`src/cxf_pkg.sv`:
```
// package for the call and file-op execution block
// assumes a 14-bit instruction word and a 15-bit program counter
package cxf_pkg;
    // ------------------------------------------------------------
    // widths
    // ------------------------------------------------------------
    localparam int PC_W = 15;
    localparam int DATA_W = 8;
    localparam int ADDR_W = 7;
    localparam int INSN_W = 14;
    // ------------------------------------------------------------
    // operation codes presented by the front end
    // ------------------------------------------------------------
    localparam logic [3:0] OP_NONE = 4'h0;
    localparam logic [3:0] OP_CALL_VIA_ACC = 4'h1;
    localparam logic [3:0] OP_COMPLEMENT_FILE = 4'h2;
    localparam logic [3:0] OP_CLEAR_FILE = 4'h3;
    localparam logic [3:0] OP_CLEAR_ACC = 4'h4;
    localparam logic [3:0] OP_DECREMENT_FILE = 4'h5;
    localparam logic [3:0] OP_DEC_SKIP_ZERO = 4'h6;
    localparam logic [3:0] OP_INC_SKIP_ZERO = 4'h7;
    // ------------------------------------------------------------
    // reset values
    // ------------------------------------------------------------
    localparam logic [14:0] PC_RESET = 15'h0000;
    localparam logic [7:0] ACC_RESET = 8'h00;
    localparam logic [7:0] ZERO_BYTE = 8'h00;
    localparam logic [7:0] ONE_BYTE = 8'h01;
    localparam logic [14:0] PC_ONE = 15'h0001;
    localparam int LATCH_LOW_BITS = 7;
    typedef enum logic [2:0] {
        CXF_RUN = 3'b001,
        CXF_CALL2 = 3'b010,
        CXF_SKIP = 3'b100
    } cxf_state_t;
endpackage

```
`src/cxf_exec.sv`:
```
// execution unit: call via accumulator and file-register operations
// assumes file_rdata_i is combinational for the op_file_i address
// presented with op_valid_i, and that an external stack
// stores push_data_o on push_o
//
// Contract
// - call pushes pc plus one to stack
// - pc low from accumulator, high from latch
// - call takes two cycles, flags unchanged
// - destination bit one writes file register
// - complement inverts file, updates zero flag
// - complement with d zero writes accumulator
// - clear file writes zero, sets zero
// - clear accumulator writes zero, sets zero
// - decrement file subtracts one, zero flag
// - decrement skip keeps flags, no skip nonzero
// - decrement skip zero result skips next
// - increment skip adds one, flags unchanged
// - increment skip wraps zero, skips next
// - skip discards fetched instruction as nop
`timescale 1ns/1ns
module cxf_exec #(
    parameter int PC_W = cxf_pkg::PC_W,
    parameter int DATA_W = cxf_pkg::DATA_W,
    parameter int ADDR_W = cxf_pkg::ADDR_W
) (
    input wire logic clock_i,
    input wire logic rst_i,
    input wire logic op_valid_i,
    input wire logic [3:0] op_code_i,
    input wire logic [ADDR_W-1:0] op_file_i,
    input wire logic op_dest_i,
    input wire logic [DATA_W-1:0] file_rdata_i,
    input wire logic [DATA_W-1:0] pc_high_latch_i,
    input wire logic [DATA_W-1:0] acc_load_i,
    input wire logic acc_load_en_i,
    output logic [PC_W-1:0] pc_o,
    output logic [DATA_W-1:0] acc_o,
    output logic zero_flag_o,
    output logic file_we_o,
    output logic [ADDR_W-1:0] file_addr_o,
    output logic [DATA_W-1:0] file_wdata_o,
    output logic push_o,
    output logic [PC_W-1:0] push_data_o,
    output logic busy_o,
    output logic squash_o
);
    // ------------------------------------------------------------
    // next-value decode
    // ------------------------------------------------------------
    cxf_pkg::cxf_state_t state_r;
    cxf_pkg::cxf_state_t state_nxt;
    logic take;
    logic [DATA_W-1:0] result;
    logic to_file;
    logic to_acc;
    logic zero_upd;
    logic zero_val;
    logic skip_req;

    function automatic logic is_zero(input logic [DATA_W-1:0] v);
        return v == cxf_pkg::ZERO_BYTE;
    endfunction

    // nothing is accepted while a call or skip slot is in progress
    assign take = op_valid_i && (state_r == cxf_pkg::CXF_RUN);

    always_comb begin
        result = cxf_pkg::ZERO_BYTE;
        to_file = 1'b0;
        to_acc = 1'b0;
        zero_upd = 1'b0;
        zero_val = 1'b0;
        skip_req = 1'b0;
        unique case (op_code_i)
            cxf_pkg::OP_COMPLEMENT_FILE: begin
                result = ~file_rdata_i;
                to_file = op_dest_i;
                to_acc = !op_dest_i;
                zero_upd = 1'b1;
                zero_val = is_zero(result);
            end
            cxf_pkg::OP_CLEAR_FILE: begin
                result = cxf_pkg::ZERO_BYTE;
                to_file = 1'b1;
                zero_upd = 1'b1;
                zero_val = 1'b1;
            end
            cxf_pkg::OP_CLEAR_ACC: begin
                result = cxf_pkg::ZERO_BYTE;
                to_acc = 1'b1;
                zero_upd = 1'b1;
                zero_val = 1'b1;
            end
            cxf_pkg::OP_DECREMENT_FILE: begin
                result = file_rdata_i - cxf_pkg::ONE_BYTE;
                to_file = op_dest_i;
                to_acc = !op_dest_i;
                zero_upd = 1'b1;
                zero_val = is_zero(result);
            end
            cxf_pkg::OP_DEC_SKIP_ZERO: begin
                result = file_rdata_i - cxf_pkg::ONE_BYTE;
                to_file = op_dest_i;
                to_acc = !op_dest_i;
                skip_req = is_zero(result);
            end
            cxf_pkg::OP_INC_SKIP_ZERO: begin
                result = file_rdata_i + cxf_pkg::ONE_BYTE;
                to_file = op_dest_i;
                to_acc = !op_dest_i;
                skip_req = is_zero(result);
            end
            default: begin
                result = cxf_pkg::ZERO_BYTE;
            end
        endcase
    end

    // ------------------------------------------------------------
    // sequencing
    // ------------------------------------------------------------
    always_comb begin
        state_nxt = state_r;
        unique case (state_r)
            cxf_pkg::CXF_RUN: begin
                if (take && op_code_i == cxf_pkg::OP_CALL_VIA_ACC) begin
                    state_nxt = cxf_pkg::CXF_CALL2;
                end else if (take && skip_req) begin
                    state_nxt = cxf_pkg::CXF_SKIP;
                end
            end
            cxf_pkg::CXF_CALL2: begin
                state_nxt = cxf_pkg::CXF_RUN;
            end
            cxf_pkg::CXF_SKIP: begin
                state_nxt = cxf_pkg::CXF_RUN;
            end
            default: begin
                state_nxt = cxf_pkg::CXF_RUN;
            end
        endcase
    end

    always_ff @(posedge clock_i) begin
        if (rst_i) begin
            state_r <= cxf_pkg::CXF_RUN;
        end else begin
            state_r <= state_nxt;
        end
    end

    always_ff @(posedge clock_i) begin
        if (rst_i) begin
            busy_o <= 1'b0;
            squash_o <= 1'b0;
        end else begin
            busy_o <= (state_nxt != cxf_pkg::CXF_RUN);
            // the fetched word is thrown away, a nop fills the slot
            squash_o <= (state_nxt == cxf_pkg::CXF_SKIP);
        end
    end

    // ------------------------------------------------------------
    // program counter and return stack
    // ------------------------------------------------------------
    always_ff @(posedge clock_i) begin
        if (rst_i) begin
            pc_o <= cxf_pkg::PC_RESET;
            push_o <= 1'b0;
            push_data_o <= cxf_pkg::PC_RESET;
        end else begin
            push_o <= 1'b0;
            if (take && op_code_i == cxf_pkg::OP_CALL_VIA_ACC) begin
                push_o <= 1'b1;
                push_data_o <= pc_o + cxf_pkg::PC_ONE;
                pc_o <= {pc_high_latch_i[cxf_pkg::LATCH_LOW_BITS-1:0],
                         acc_o};
            end else if (take || state_r != cxf_pkg::CXF_CALL2) begin
                // one word per cycle, the skip slot advances too
                pc_o <= pc_o + cxf_pkg::PC_ONE;
            end
        end
    end

    // ------------------------------------------------------------
    // accumulator and zero flag
    // ------------------------------------------------------------
    always_ff @(posedge clock_i) begin
        if (rst_i) begin
            acc_o <= cxf_pkg::ACC_RESET;
        end else if (take && to_acc) begin
            acc_o <= result;
        end else if (acc_load_en_i) begin
            acc_o <= acc_load_i;
        end
    end

    // skip ops and the call leave the flag alone
    always_ff @(posedge clock_i) begin
        if (rst_i) begin
            zero_flag_o <= 1'b0;
        end else if (take && zero_upd) begin
            zero_flag_o <= zero_val;
        end
    end

    // ------------------------------------------------------------
    // file write port
    // ------------------------------------------------------------
    always_ff @(posedge clock_i) begin
        if (rst_i) begin
            file_we_o <= 1'b0;
            file_addr_o <= '0;
            file_wdata_o <= cxf_pkg::ZERO_BYTE;
        end else begin
            file_we_o <= take && to_file;
            if (take) begin
                file_addr_o <= op_file_i;
                file_wdata_o <= result;
            end
        end
    end
endmodule // cxf_exec

```
`config.mk`:
```
export PLATFORM = sky130hd
export DESIGN_NAME = cxf_exec
export DESIGN_NICKNAME = d
export VERILOG_FILES = /design/src/cxf_pkg.sv /design/src/cxf_exec.sv
export SDC_FILE = /design/constraint.sdc
export NUM_CORES = 1
export LEC_CHECK = 0
export BUFFER_PORTS_ARGS = -buffer_cell sky130_fd_sc_hd__buf_2
export CAP_MARGIN = 10
export CORE_MARGIN = 2
export CORE_UTILIZATION = 54
export DETAILED_ROUTE_END_ITERATION = 12
export PLACE_DENSITY_LB_ADDON = 0.12
export SYNTH_ARGS = -nofsm -noshare
export SYNTH_HDL_FRONTEND = slang
export SYNTH_SLANG_ARGS = --single-unit
```
`constraint.sdc`:
```
create_clock -name clock_i -period 3.9 [get_ports clock_i]
set_input_delay 0.195 -clock clock_i [delete_from_list [all_inputs] [get_ports clock_i]]
set_output_delay 0.195 -clock clock_i [all_outputs]
set_load 0.03 [all_outputs]
```
* Yosys cells after proc, flatten, opt, wreduce, memory -nomap -nowiden
Index checks and enable logic that the tools add are counted.
** Storage, ports and cells
- Output and inout bits :: 58
- Word-level logic and storage cells :: 57
- Input bits :: 40
- Register bits after elaboration :: 61
** Operators by class
- Bitwise operators :: 1
- Reductions and logical operators :: 17
- Equality and inequality tests :: 11
- $add $sub $neg :: 3
- Mux-type cells :: 14
** Operator list (count)
- $mux 15 :: 2
- $logic_not 8->1 :: 3
- $pmux 8 s3 :: 1
- $eq 4x3->1 const B :: 4
- $mux 8 :: 2
- $add 15x1->15 const B :: 1
- $mux 3 :: 3
- $add 8x1->8 const B :: 1
- $eq 4x2->1 const B :: 2
- $not 8->8 :: 1
- $reduce_or 4->1 :: 2
- $sub 8x1->8 const B :: 1
- $logic_and 1x1->1 :: 6
- $pmux 1 s2 :: 3
- $eq 4x1->1 const B :: 1
- $reduce_bool 2->1 :: 2
- $reduce_or 2->1 :: 2
- $eq 3x1->1 const B :: 1
- $eq 3x3->1 const B :: 1
- $ne 3x1->1 const B :: 1
- $ne 3x2->1 const B :: 1
- $pmux 1 s3 :: 1
- $mux 1 :: 2
- $logic_not 1->1 :: 1
- $logic_or 1x1->1 :: 1

* Logic depth before layout (Yosys ltp)
Gate-level depths: netlist of the first run.
- Depth in word-level cells :: 8
- Depth in mapped cells :: 8
- Depth with buffers taken out :: 7

* Worst setup path after synthesis of the first run
OpenSTA, ideal clock, no wires.
- Path kind :: reg-to-reg
- Start :: reg pc_o[0]
- End :: reg pc_o[14]
- Clock period less this slack :: 2.137 ns
- Slack :: 1.763 ns
- Arrival time :: 2.062 ns
- Stages on the path, launching flop included :: 7
- Library setup time :: 0.074 ns
- Path buffers :: 0
- Data required time :: 3.826 ns
- Cells stage by stage :: dfxtp_1 ha_1 nand3_4 nor4_4 nand3_2 or4_1 a31oi_1
** On the way
- Longest elaborated chain between the ends :: 3
** Ends and longest elaborated chain
- start: declaration :: line cxf_exec.sv:37 : output logic [PC_W-1:0] pc_o,
- start signal: assignment :: line cxf_exec.sv:169 : pc_o <= cxf_pkg::PC_RESET;
- start signal: assignment :: line cxf_exec.sv:177 : pc_o <= {pc_high_latch_i[cxf_pkg::LATCH_LOW_BITS-1:0],
- start signal: assignment :: line cxf_exec.sv:181 : pc_o <= pc_o + cxf_pkg::PC_ONE;
- $add 15x1->15 :: line cxf_exec.sv:181
- $mux 15 :: line cxf_exec.sv:179 : end else if (take || state_r != cxf_pkg::CXF_CALL2) begin
- $mux 15 :: line cxf_exec.sv:174 : if (take && op_code_i == cxf_pkg::OP_CALL_VIA_ACC) begin
No other way between the ends. The select of a mux whose other input is x is not followed.
A chain may end at the register's enable or synchronous reset.

* Worst setup path after layout of the first run
- Start :: reg state_r[1]
- End :: reg pc_o[10]
** On the way
- Longest elaborated chain between the ends :: 4
- Elaborated cells on any way between the ends :: 7
- Classes of those cells :: 2 x eq/ne; 1 x mux; 4 x reduce/logical
** Ends and longest elaborated chain
- start: declaration :: line cxf_exec.sv:51 : cxf_pkg::cxf_state_t state_r;
- start signal: assignment :: line cxf_exec.sv:147 : state_r <= cxf_pkg::CXF_RUN;
- start signal: assignment :: line cxf_exec.sv:149 : state_r <= state_nxt;
- $eq 3x1->1 :: line cxf_exec.sv:66 : assign take = op_valid_i && (state_r == cxf_pkg::CXF_RUN);
- $logic_and 1x1->1 :: line cxf_exec.sv:66
- $logic_and 1x1->1 or $logic_or 1x1->1 (tied branches) :: line cxf_exec.sv:174, cxf_exec.sv:179
- $mux 15 or $reduce_bool 2->1 (tied branches)
Parallel ways exist; a longest one is shown, timed or not.

==> metrics.csv, run 1 <==
metric;value;unit
core.rowCount;28;
rsz0062_at_grt;no;
start_util;0.557;
avgSynthCellArea;8.10;µm²
tns;0;ps
netlist_area;3300;µm²
grt_overflow;0;
cp-end-kind;flip-flop;
grt_pass1_wl;13500;µm
die_area;6750;µm²
crit_path_max_fanout;25;
post_cts_buffers;0;
maxCapViolCount;0;
hold_viol_final;0;
root_buffer;clkbuf_8;
gp_congestion;0.932;
dr.pass1.iters;4;
fin_ws;1460;ps
layout_commonest_cell;buf_2;
clk-insertion-delay-late;340;ps
ant_nets;0;
ys_seq_area_frac;0.370;
clkTransAtPathRegs;70;ps
cts_sinks;61;
synth_edf_count;0;
irDropWorstVdd;0.203;mV
layout.nets;532;
synth_warnings;0;
fin_skew;14.5;ps
holdCritPathClass;input pin to flip-flop;
path_delay_family;simple AND/OR/NAND/NOR gates;
post_cts_resized;0;
p_leak;0.00161;µW
ys_async_sr_fraction;0;
synthTopCellsByArea;dfxtp_1 (37%), nand2_1 (5.5%), a211oi_1 (4.3%);
cp_data_required_time;4170;ps
synth.net_count;452;
cts_buffers;9;
cts_buffer_depth;2;
status;complete, no violations;
grt_use_total;0.263;
drive_above_1_share;0.253;
cts_tree;built;
ys.flop_type;dfxtp_1;
cpPeakStageDelay;730;ps
route.detailed.drc;0;
antenna_found_initial;0;
min_path_cells;3;
dp_slack;1460;ps
hpwl;6300;µm
setup_viol;0;
drtIter0Drc;176;
die_w;82.2;µm
num_io_pins;98;
final_cell_mix;buf_2 (96), dfxtp_1 (61), nand2_1 (48);
postRouteWirelength;8830;µm
grt_max_degree;41;
dr_total_vias;3353;
htreeDepth;3;
vias_per_cell;5.92;
path_buf_inv;1;
synthDistinctLibCells;58;
areaGrowthSynthToFinish;19.0;%
synth_top_area_cell;dfxtp_1;
wl_per_cell;15.6;µm
utilization;0.663;
max_freq;409;MHz
final_cells;566;
arrival;2720;ps
path_depth;6;
crit_path_start_kind;flip-flop;
first_global_vias;2774;
die_y;82.2;µm
io_buffers;96;
maxSlewHeadroom;0.244;
fp.coreArea;5920;µm²
crit_path_cell_trace;and4bb_1 -> and3_1 -> buf_4 -> nor2_1 -> a32oi_1 -> a21oi_1;
fin_crit_sh;0.627;
synth_top_area_share;0.370;
period_minus_slack;2440;ps
synth-seq-cells;61;
dp_cells;551;
cts_hold_buf;0;
cp_slowest_cell;nor2_1;
worst_pin_slew;1130;ps
finalMaxSlewViolations;0;
crit_type;flip-flop to flip-flop;
netlist_instances;407;
antenna_cells;0;
reg2reg_depth;6;
powerDensity;344;nW/µm²
[final cells by class]
type                            instances  area (µm²)
Sequential cell                        61        1220
Clock inverter                          5        28.8
Fill cell                             543        1990
Multi-Input combinational cell        302        1900
Clock buffer                           10         128
Tap cell                               75        93.8
Timing Repair Buffer                  100         510
Inverter                               13        48.8
[logic make-up after synthesis]
family	share of synthesized area
xor gates and xnor gates	0.0558
AOI/OAI and AO/OA	0.233
muxes	0.00948
adders and majority gates	0.0190
buffers and inverters	0.0550
and+or+nand+nor	0.258
DFF	0.370
[final timing paths]
check                       start         endpoint  slack [ps]
setup / recovery       state_r[1]         pc_o[10]        1460
hold / removal       op_file_i[6]   file_addr_o[6]          80
setup reg to reg       state_r[1]         pc_o[10]        1460
hold reg to reg   push_data_o[14]  push_data_o[14]         450
[where the power goes]
part           internal (µW)  switching [µW]  leakage, µW
Combinational           72.7             141      0.00103
Clock                    223             254    0.0000856
Sequential               643            16.1     0.000496
[sequential cells by signal, indices dropped and copies added (netlist names), 3 cells and up]
register and flops:
state_r 3, file_addr_o 7, file_wdata_o 8, pc_o 15
push_data_o 15, acc_o 8
[tightest hold or removal path, stage by stage]
cell and delay (ps):
buf_2 90, nand2_1 40, a21oi_1 50
[cell usage after synthesis (12+ instances only)]
library cell,count
nand3_1,17
a211oi_1,19
inv_1,13
nor2_1,18
o21ai_0,28
dfxtp_1,61
xnor2_1,12
buf_2,13
clkbuf_1,18
a21oi_1,28
nand2_1,48
[through the flow]
stage	power (µW)	cell area (µm²)	hold WS (ps)
after floorplan	815	3300	331
after global placement	883	3770	428
after detailed placement	885	3770	437
after CTS	1360	3930	75.0
after global routing	1400	3930	83.8
final	1350	3930	83.3
[per-layer routing]
layer  part of all wire  up-vias  GRT usage
met3              0.065       13     0.0413
met1               0.43     1562      0.340
li1                   -     1643          -
met4              0.017        0      0.113
met2               0.49      135      0.434
met5                  0        -          0
Power figures use the tool's default switching activity.
==> inputs of run 2 (changes only) <==
ABC_AREA = 1   (was default)
CORE_UTILIZATION = 52   (was 54)
clock period = 2.25 ns   (was 3.9 ns; I/O delays follow)
==> run 2 against run 1 <==
Net effect:
- combinational power rose by 94%
- clock skew fell by 6.7 ps
- utilization fell by 1.4 points
- register-to-register slack got worse by 830 ps
- via count rose by 4.6%
- highest routed layer unchanged
==> metrics.csv, run 2 <==
metric;value;unit;change
max_freq;614;MHz;+50%
cts_buffers;9;;unchanged
start_util;0.538;;-0.0189
ys_seq_area_frac;0.355;;-0.0150
period_minus_slack;1630;ps;-816 ps
crit_path_max_fanout;5;;-80%
htreeDepth;3;;unchanged
ys.flop_type;dfxtp_1;;
irDropWorstVdd;0.510;mV;+150%
post_cts_buffers;0;;unchanged
crit_path_start_kind;flip-flop;;
holdCritPathClass;input pin to flip-flop;;
cp_data_required_time;2450;ps;-1720 ps
worst_pin_slew;575;ps;-554 ps
antenna_found_initial;0;;unchanged
regToRegSetupSlack;620;ps;-830 ps
p_leak;0.00218;µW;+35%
synth.net_count;551;;+22%
wl_met1;3930;µm;+4.7%
areaGrowthSynthToFinish;20.6;%;
cp_slowest_cell;dfxtp_1;;
core.rowCount;29;;+3.6%
netlist_area;3440;µm²;+4.2%
r2r-start;pc_o[1];;
synth_warnings;0;;unchanged
dr.pass1.iters;4;;unchanged
ant_nets;0;;unchanged
die_w;85.3;µm;+3.8%
root_buffer;clkbuf_8;;
worstHoldStart;op_file_i[6];;
rr_endpoint;pc_o[12];;
status;complete, no violations;;
layout_commonest_cell;nand2_1;;
p_sw;741;µW;+81%
synth-seq-cells;61;;unchanged
maxCapViolCount;0;;unchanged
route.detailed.drc;0;;unchanged
wl_per_cell;13.4;µm;-14%
die_area;7280;µm²;+7.8%
top_layer;met4;;
min_path_cells;3;;unchanged
synthDistinctLibCells;38;;-34%
hold_viol_final;0;;unchanged
netlist_instances;506;;+24%
synth.most_common_cell;nand2_1;;
final_cell_mix;nand2_1 (141), buf_2 (96), nor2_1 (73);;
synthTopCellsByArea;dfxtp_1 (36%), nand2_1 (15%), nor2_1 (8.0%);;
grt_overflow;0;;unchanged
num_io_pins;98;;unchanged
cts_buffer_depth;2;;unchanged
ys_async_sr_fraction;0;;unchanged
layout.nets;648;;+22%
first_global_vias;3257;;+17%
cpPeakStageDelay;400;ps;-330 ps
crit_type;flip-flop to flip-flop;;
reg2reg_depth;8;;+2
cts_sinks;61;;unchanged
cts_hold_buf;0;;unchanged
swShare;0.290;;-0.0141
met2WireLength;4490;µm;+3.2%
wl_met3;612;µm;+5.9%
power_frac_comb;0.162;;+0.004
finalMaxSlewViolations;0;;unchanged
clkTransAtPathRegs;70;ps;about the same
dr_total_vias;3508;;+4.6%
min_to;file_addr_o[6];;
io_buffers;96;;unchanged
tns;0;ps;unchanged
setup_viol;0;;unchanged
fin_crit_sh;0.724;;+0.0969
vias_per_cell;5.14;;-13%
p_int;1810;µW;+93%
grt_use_total;0.256;;-0.00719
reg_top3;pc_o: 15 flops, push_data_o: 15 flops;;
drtIter0Drc;193;;+9.7%
rsz0062_at_grt;no;;
grt_pass1_wl;15000;µm;+11%
arrival;1830;ps;-890 ps
synth_edf_count;0;;unchanged
maxSlewHeadroom;0.617;;+0.372
cp-end-kind;flip-flop;;
power;2560;µW;+89%
clk-insertion-delay-late;330;ps;about the same
post_cts_resized;0;;unchanged
whs;25.0;ps;-58.4 ps
seq_power_share;0.450;;-0.039
synth_top_area_cell;dfxtp_1;;
cts_tree;built;;
synth_common_cells;nand2_1 (141), nor2_1 (73), dfxtp_1 (61);;
crit_path_cell_trace;ha_1 -> nand3_1 -> inv_1 -> nand3_1 -> o21ai_0 -> nand2_1 -> a21oi_2 -> nor2_1;;
grt_max_degree;25;;-39%
path_common_cell;nand3_1;;
postRouteWirelength;9140;µm;+3.5%
fin_skew;7.83;ps;-6.69 ps
p_clk_frac;0.389;;+0.036
drive_above_1_share;0.261;;+0.00818
antenna_cells;0;;unchanged
powerDensity;616;nW/µm²;+79%
avgSynthCellArea;6.79;µm²;-16%
hpwl;6700;µm;+6.5%
gp_congestion;0.897;;-3.7%
fp.coreArea;6390;µm²;+7.9%
synth_top_area_share;0.355;;-0.0150
die_y;85.3;µm;+3.8%
[run 2: cell count changes in the layout (fill, tap and decap cells not counted), sizes merged, moves of 9 or more]
cell	previous run	this run
xnor2	12	3
inv	13	57
a211oi	19	0
nor2b	9	0
a21oi	28	13
nor2	18	82
nand2	48	154
nand3	19	41
[run 2: cell families (layout without fill, tap and decap cells)]
logic type	Yosys count	count (layout)	share of synthesized area
buffers and inverters	74	174	0.0965
AOI/OAI and AO/OA	65	65	0.116
adders and majority gates	5	5	0.0182
and+or+nand+nor	287	287	0.379
DFF	61	61	0.355
xor gates and xnor gates	14	14	0.0357
[run 2: per-stage QoR]
| stage | setup WS [ps] | std cells | utilization | area [µm²] |
|---|---|---|---|---|
| floorplan | 581 | 506 | - | 3440 |
| global placement | 688 | 669 | 0.618 | 3950 |
| detailed placement | 665 | 669 | 0.618 | 3950 |
| CTS | 653 | 683 | 0.649 | 4150 |
| global route | 456 | 683 | 0.649 | 4150 |
| finish | 622 | 683 | 0.649 | 4150 |
[run 2: layout make-up]
cell class / count / area [µm²]
flip-flops and latches: 61 / 1220
repair buffers: 101 / 518
inverters: 59 / 228
well taps: 77 / 96.3
clock buffers: 11 / 151
clock inverters: 3 / 46.3
fillers: 615 / 2240
multi-input cells: 371 / 1880
[run 2: worst max-delay path: cells and delay by family (launching register included)]
| kind | cells | cell delay, ps |
|---|---|---|
| buf+inv | 1 | 150 |
| compound gates | 2 | 340 |
| fa+ha+maj | 1 | 210 |
| flops | 1 | 400 |
| simple gates | 4 | 400 |
[run 2: power groups by stage]
stage                     clock network, µW  registers [µW]  logic (µW)
after floorplan                           0            1250         200
after CTS                              1010            1150         413
after detailed placement                  0            1170         411
after global placement                    0            1170         407
final                                   994            1150         413
after global routing                   1060            1150         457
[run 2: how the worst max path moves through the flow]
stage	endpoint	cells after the start	slack (ps)	startpoint
floorplan	pc_o[12]	8	580	pc_o[1]
global placement	pc_o[12]	8	690	pc_o[1]
detailed placement	pc_o[12]	8	660	pc_o[1]
CTS	pc_o[12]	8	650	pc_o[1]
global route	pc_o[12]	8	460	pc_o[1]
finish	pc_o[12]	8	620	pc_o[1]
[run 2: layer usage]
metal  GRT usage  up-vias
met4      0.0981        0
met1       0.321     1584
met5           0        -
met3      0.0574       10
li1            -     1792
met2       0.427      122
==> inputs of run 3 (changes only) <==
ABC_AREA = 0   (was 1)
CORE_UTILIZATION = 47   (was 52)
clock period = 1.3 ns   (was 2.25 ns; I/O delays follow)
==> run 3 against run 2 <==
Net effect:
- register-to-register slack worse by 1200 ps
- sequential power is 71% higher
- wire length is 31% higher
- via count is 13% higher
- critical path depth is 2 lower
- largest power group unchanged
- global-route usage is 5.6 points higher
- sequential cell count stayed put
- clock power is 67% higher
- the run now ends with setup timing left
- cell area is 33% higher
- cell count is 4.4% higher
==> metrics.csv, run 3 (same netlist as run 1, synthesis figures left out) <==
metric;value;unit;change
powerDensity;842;nW/µm²;+37%
die_y;87.8;µm;+2.9%
place_area;4750;µm²;+20%
fp.coreArea;6790;µm²;+6.4%
dr_total_vias;3975;;+13%
cp-end-kind;flip-flop;;
die_w;87.8;µm;+2.9%
grt_pass1_wl;18600;µm;+24%
cp_slowest_cell;a222oi_1;;
layout_commonest_cell;buf_4;;
num_io_pins;98;;unchanged
layout.nets;657;;+1.4%
setup_viol;60;;+60
postLayoutCellArea;5520;µm²;+33%
clkTransAtPathRegs;80;ps;about the same
status;finished, violations left;;
grt_use_total;0.312;;+0.0564
crit_type;flip-flop to flip-flop;;
failed_checks;setup timing;;
cts_tree;built;;
fin_ws;-532;ps;-1150 ps
root_buffer;clkbuf_8;;
fillers;444;;-28%
htreeDepth;3;;unchanged
wl_per_cell;16.9;µm;+26%
cp_data_required_time;1510;ps;-940 ps
finalMaxSlewViolations;0;;unchanged
hold_viol_final;0;;unchanged
crit_path_cell_trace;buf_6 -> and4bb_2 -> and3_4 -> nor2_4 -> a222oi_1 -> nor2_1;;
fin_skew;13.3;ps;+5.46 ps
cpPeakStageDelay;440;ps;+40 ps
maxSlewHeadroom;0.669;;+0.0520
postRouteWirelength;12000;µm;+31%
clk-insertion-delay-late;340;ps;about the same
irDropWorstVdd;0.595;mV;+17%
crit_path_start_kind;flip-flop;;
cts_buffers;9;;unchanged
utilization;0.813;;+0.164
path_buf_inv;1;;unchanged
cts_sinks;61;;unchanged
holdCritPathClass;input pin to flip-flop;;
cts_buffer_depth;2;;unchanged
crit_path_max_fanout;6;;+1
antenna_found_initial;0;;unchanged
maxCapViolCount;0;;unchanged
reg_top3;pc_o: 15 flops, push_data_o: 15 flops;;
dr.pass1.iters;5;;+1
areaGrowthSynthToFinish;67.4;%;
max_freq;546;MHz;-11%
drive_above_1_share;0.507;;+0.247
core.rowCount;30;;+3.4%
die_area;7700;µm²;+5.9%
worst_pin_slew;497;ps;-78.0 ps
final_cell_mix;buf_4 (96), buf_2 (95), dfxtp_1 (46);;
antenna_cells;0;;unchanged
start_util;0.485;;-0.0528
vias_per_cell;5.58;;+8.5%
io_buffers;96;;unchanged
period_minus_slack;1830;ps;+204 ps
drtIter0Drc;199;;+3.1%
tns;-15730;ps;-15730 ps
hpwl;7900;µm;+18%
route.detailed.drc;0;;unchanged
fin_crit_sh;1.41;;+0.685
rsz0062_at_grt;yes;;
first_global_vias;3781;;+16%
p_leak;0.00237;µW;+8.9%
ant_nets;0;;unchanged
arrival;2040;ps;+210 ps
final_cells;713;;+4.4%
gp_congestion;0.880;;-1.9%
power;4650;µW;+82%
grt_max_degree;41;;+64%
path_delay_family;simple AND/OR/NAND/NOR gates;;
dp_cells;666;;-0.45%
grt_overflow;0;;unchanged
-- run 3: changes by cell type in the layout (fill, tap and decap cells not counted), moves of 22 or more --
cell	delta
o21ai_0	-22
nand2_1	-97
inv_1	-40
nand3_1	-23
buf_4	+91
nor2_1	-59
-- run 3: final cells by class --
cell class / instances / area, µm² / share of cell area
Clock inverter: 5 / 51.3 / 0.00929
Inverter: 13 / 66.3 / 0.0120
Clock buffer: 11 / 131 / 0.0238
Tap cell: 96 / 120 / 0.0218
Timing Repair Buffer: 225 / 1670 / 0.302
Multi-Input combinational cell: 302 / 2230 / 0.403
Sequential cell: 61 / 1260 / 0.228
-- run 3: power breakdown --
group / switching [µW] / leakage (µW) / total [µW] / internal (µW)
clock: 786 / 0.0000907 / 1660 / 875
sequential: 52.8 / 0.000505 / 1970 / 1920
combinational: 545 / 0.00178 / 1020 / 471
total: 1380 / 0.00237 / 4650 / 3270
-- run 3: worst paths after layout --
| kind | start | end | slack (ps) | cells after the start |
|---|---|---|---|---|
| worst max register to register | state_r[2] | pc_o[11] | -530 | 6 |
| worst min register to register | push_data_o[9] | push_data_o[9] | 440 | 2 |
| worst max-delay path | state_r[2] | pc_o[11] | -530 | 6 |
| worst min-delay path | pc_high_latch_i[2] | pc_o[10] | 9 | 3 |
-- run 3: stage by stage --
stage,hold WS (ps),setup slack (ps)
6_report,8.98,-532
2_1_floorplan,201,-366
4_1_cts,4.57,-375
3_3_place_gp,306,-493
3_5_place_dp,317,-522
5_1_grt,8.21,-578
-- run 3: tightest hold or removal path, delay by kind of cell --
family | cells | cell delay (ps)
buffers and inverters | 1 | 80
AOI/OAI and AO/OA | 2 | 170
-- run 3: timing repair --
item | in CTS | in global routing
buffers inserted | 19 | 3
hold buffers | 8 | 0
endpoints found under the hold margin | 8 | 0
pin swaps | 29 | 13
endpoints found under the setup margin | 52 | 60
gates resized for setup | 60 | 19
cloned | 2 | 0
-- run 3: per-layer routing --
| metal | vias to the layer above | GRT usage | routed length (µm) |
|---|---|---|---|
| met4 | 0 | 0.126 | 280 |
| met2 | 153 | 0.556 | 6190 |
| met1 | 1900 | 0.367 | 4860 |
| met5 | - | 0 | 0 |
| met3 | 23 | 0.0584 | 684 |
| li1 | 1899 | - | - |
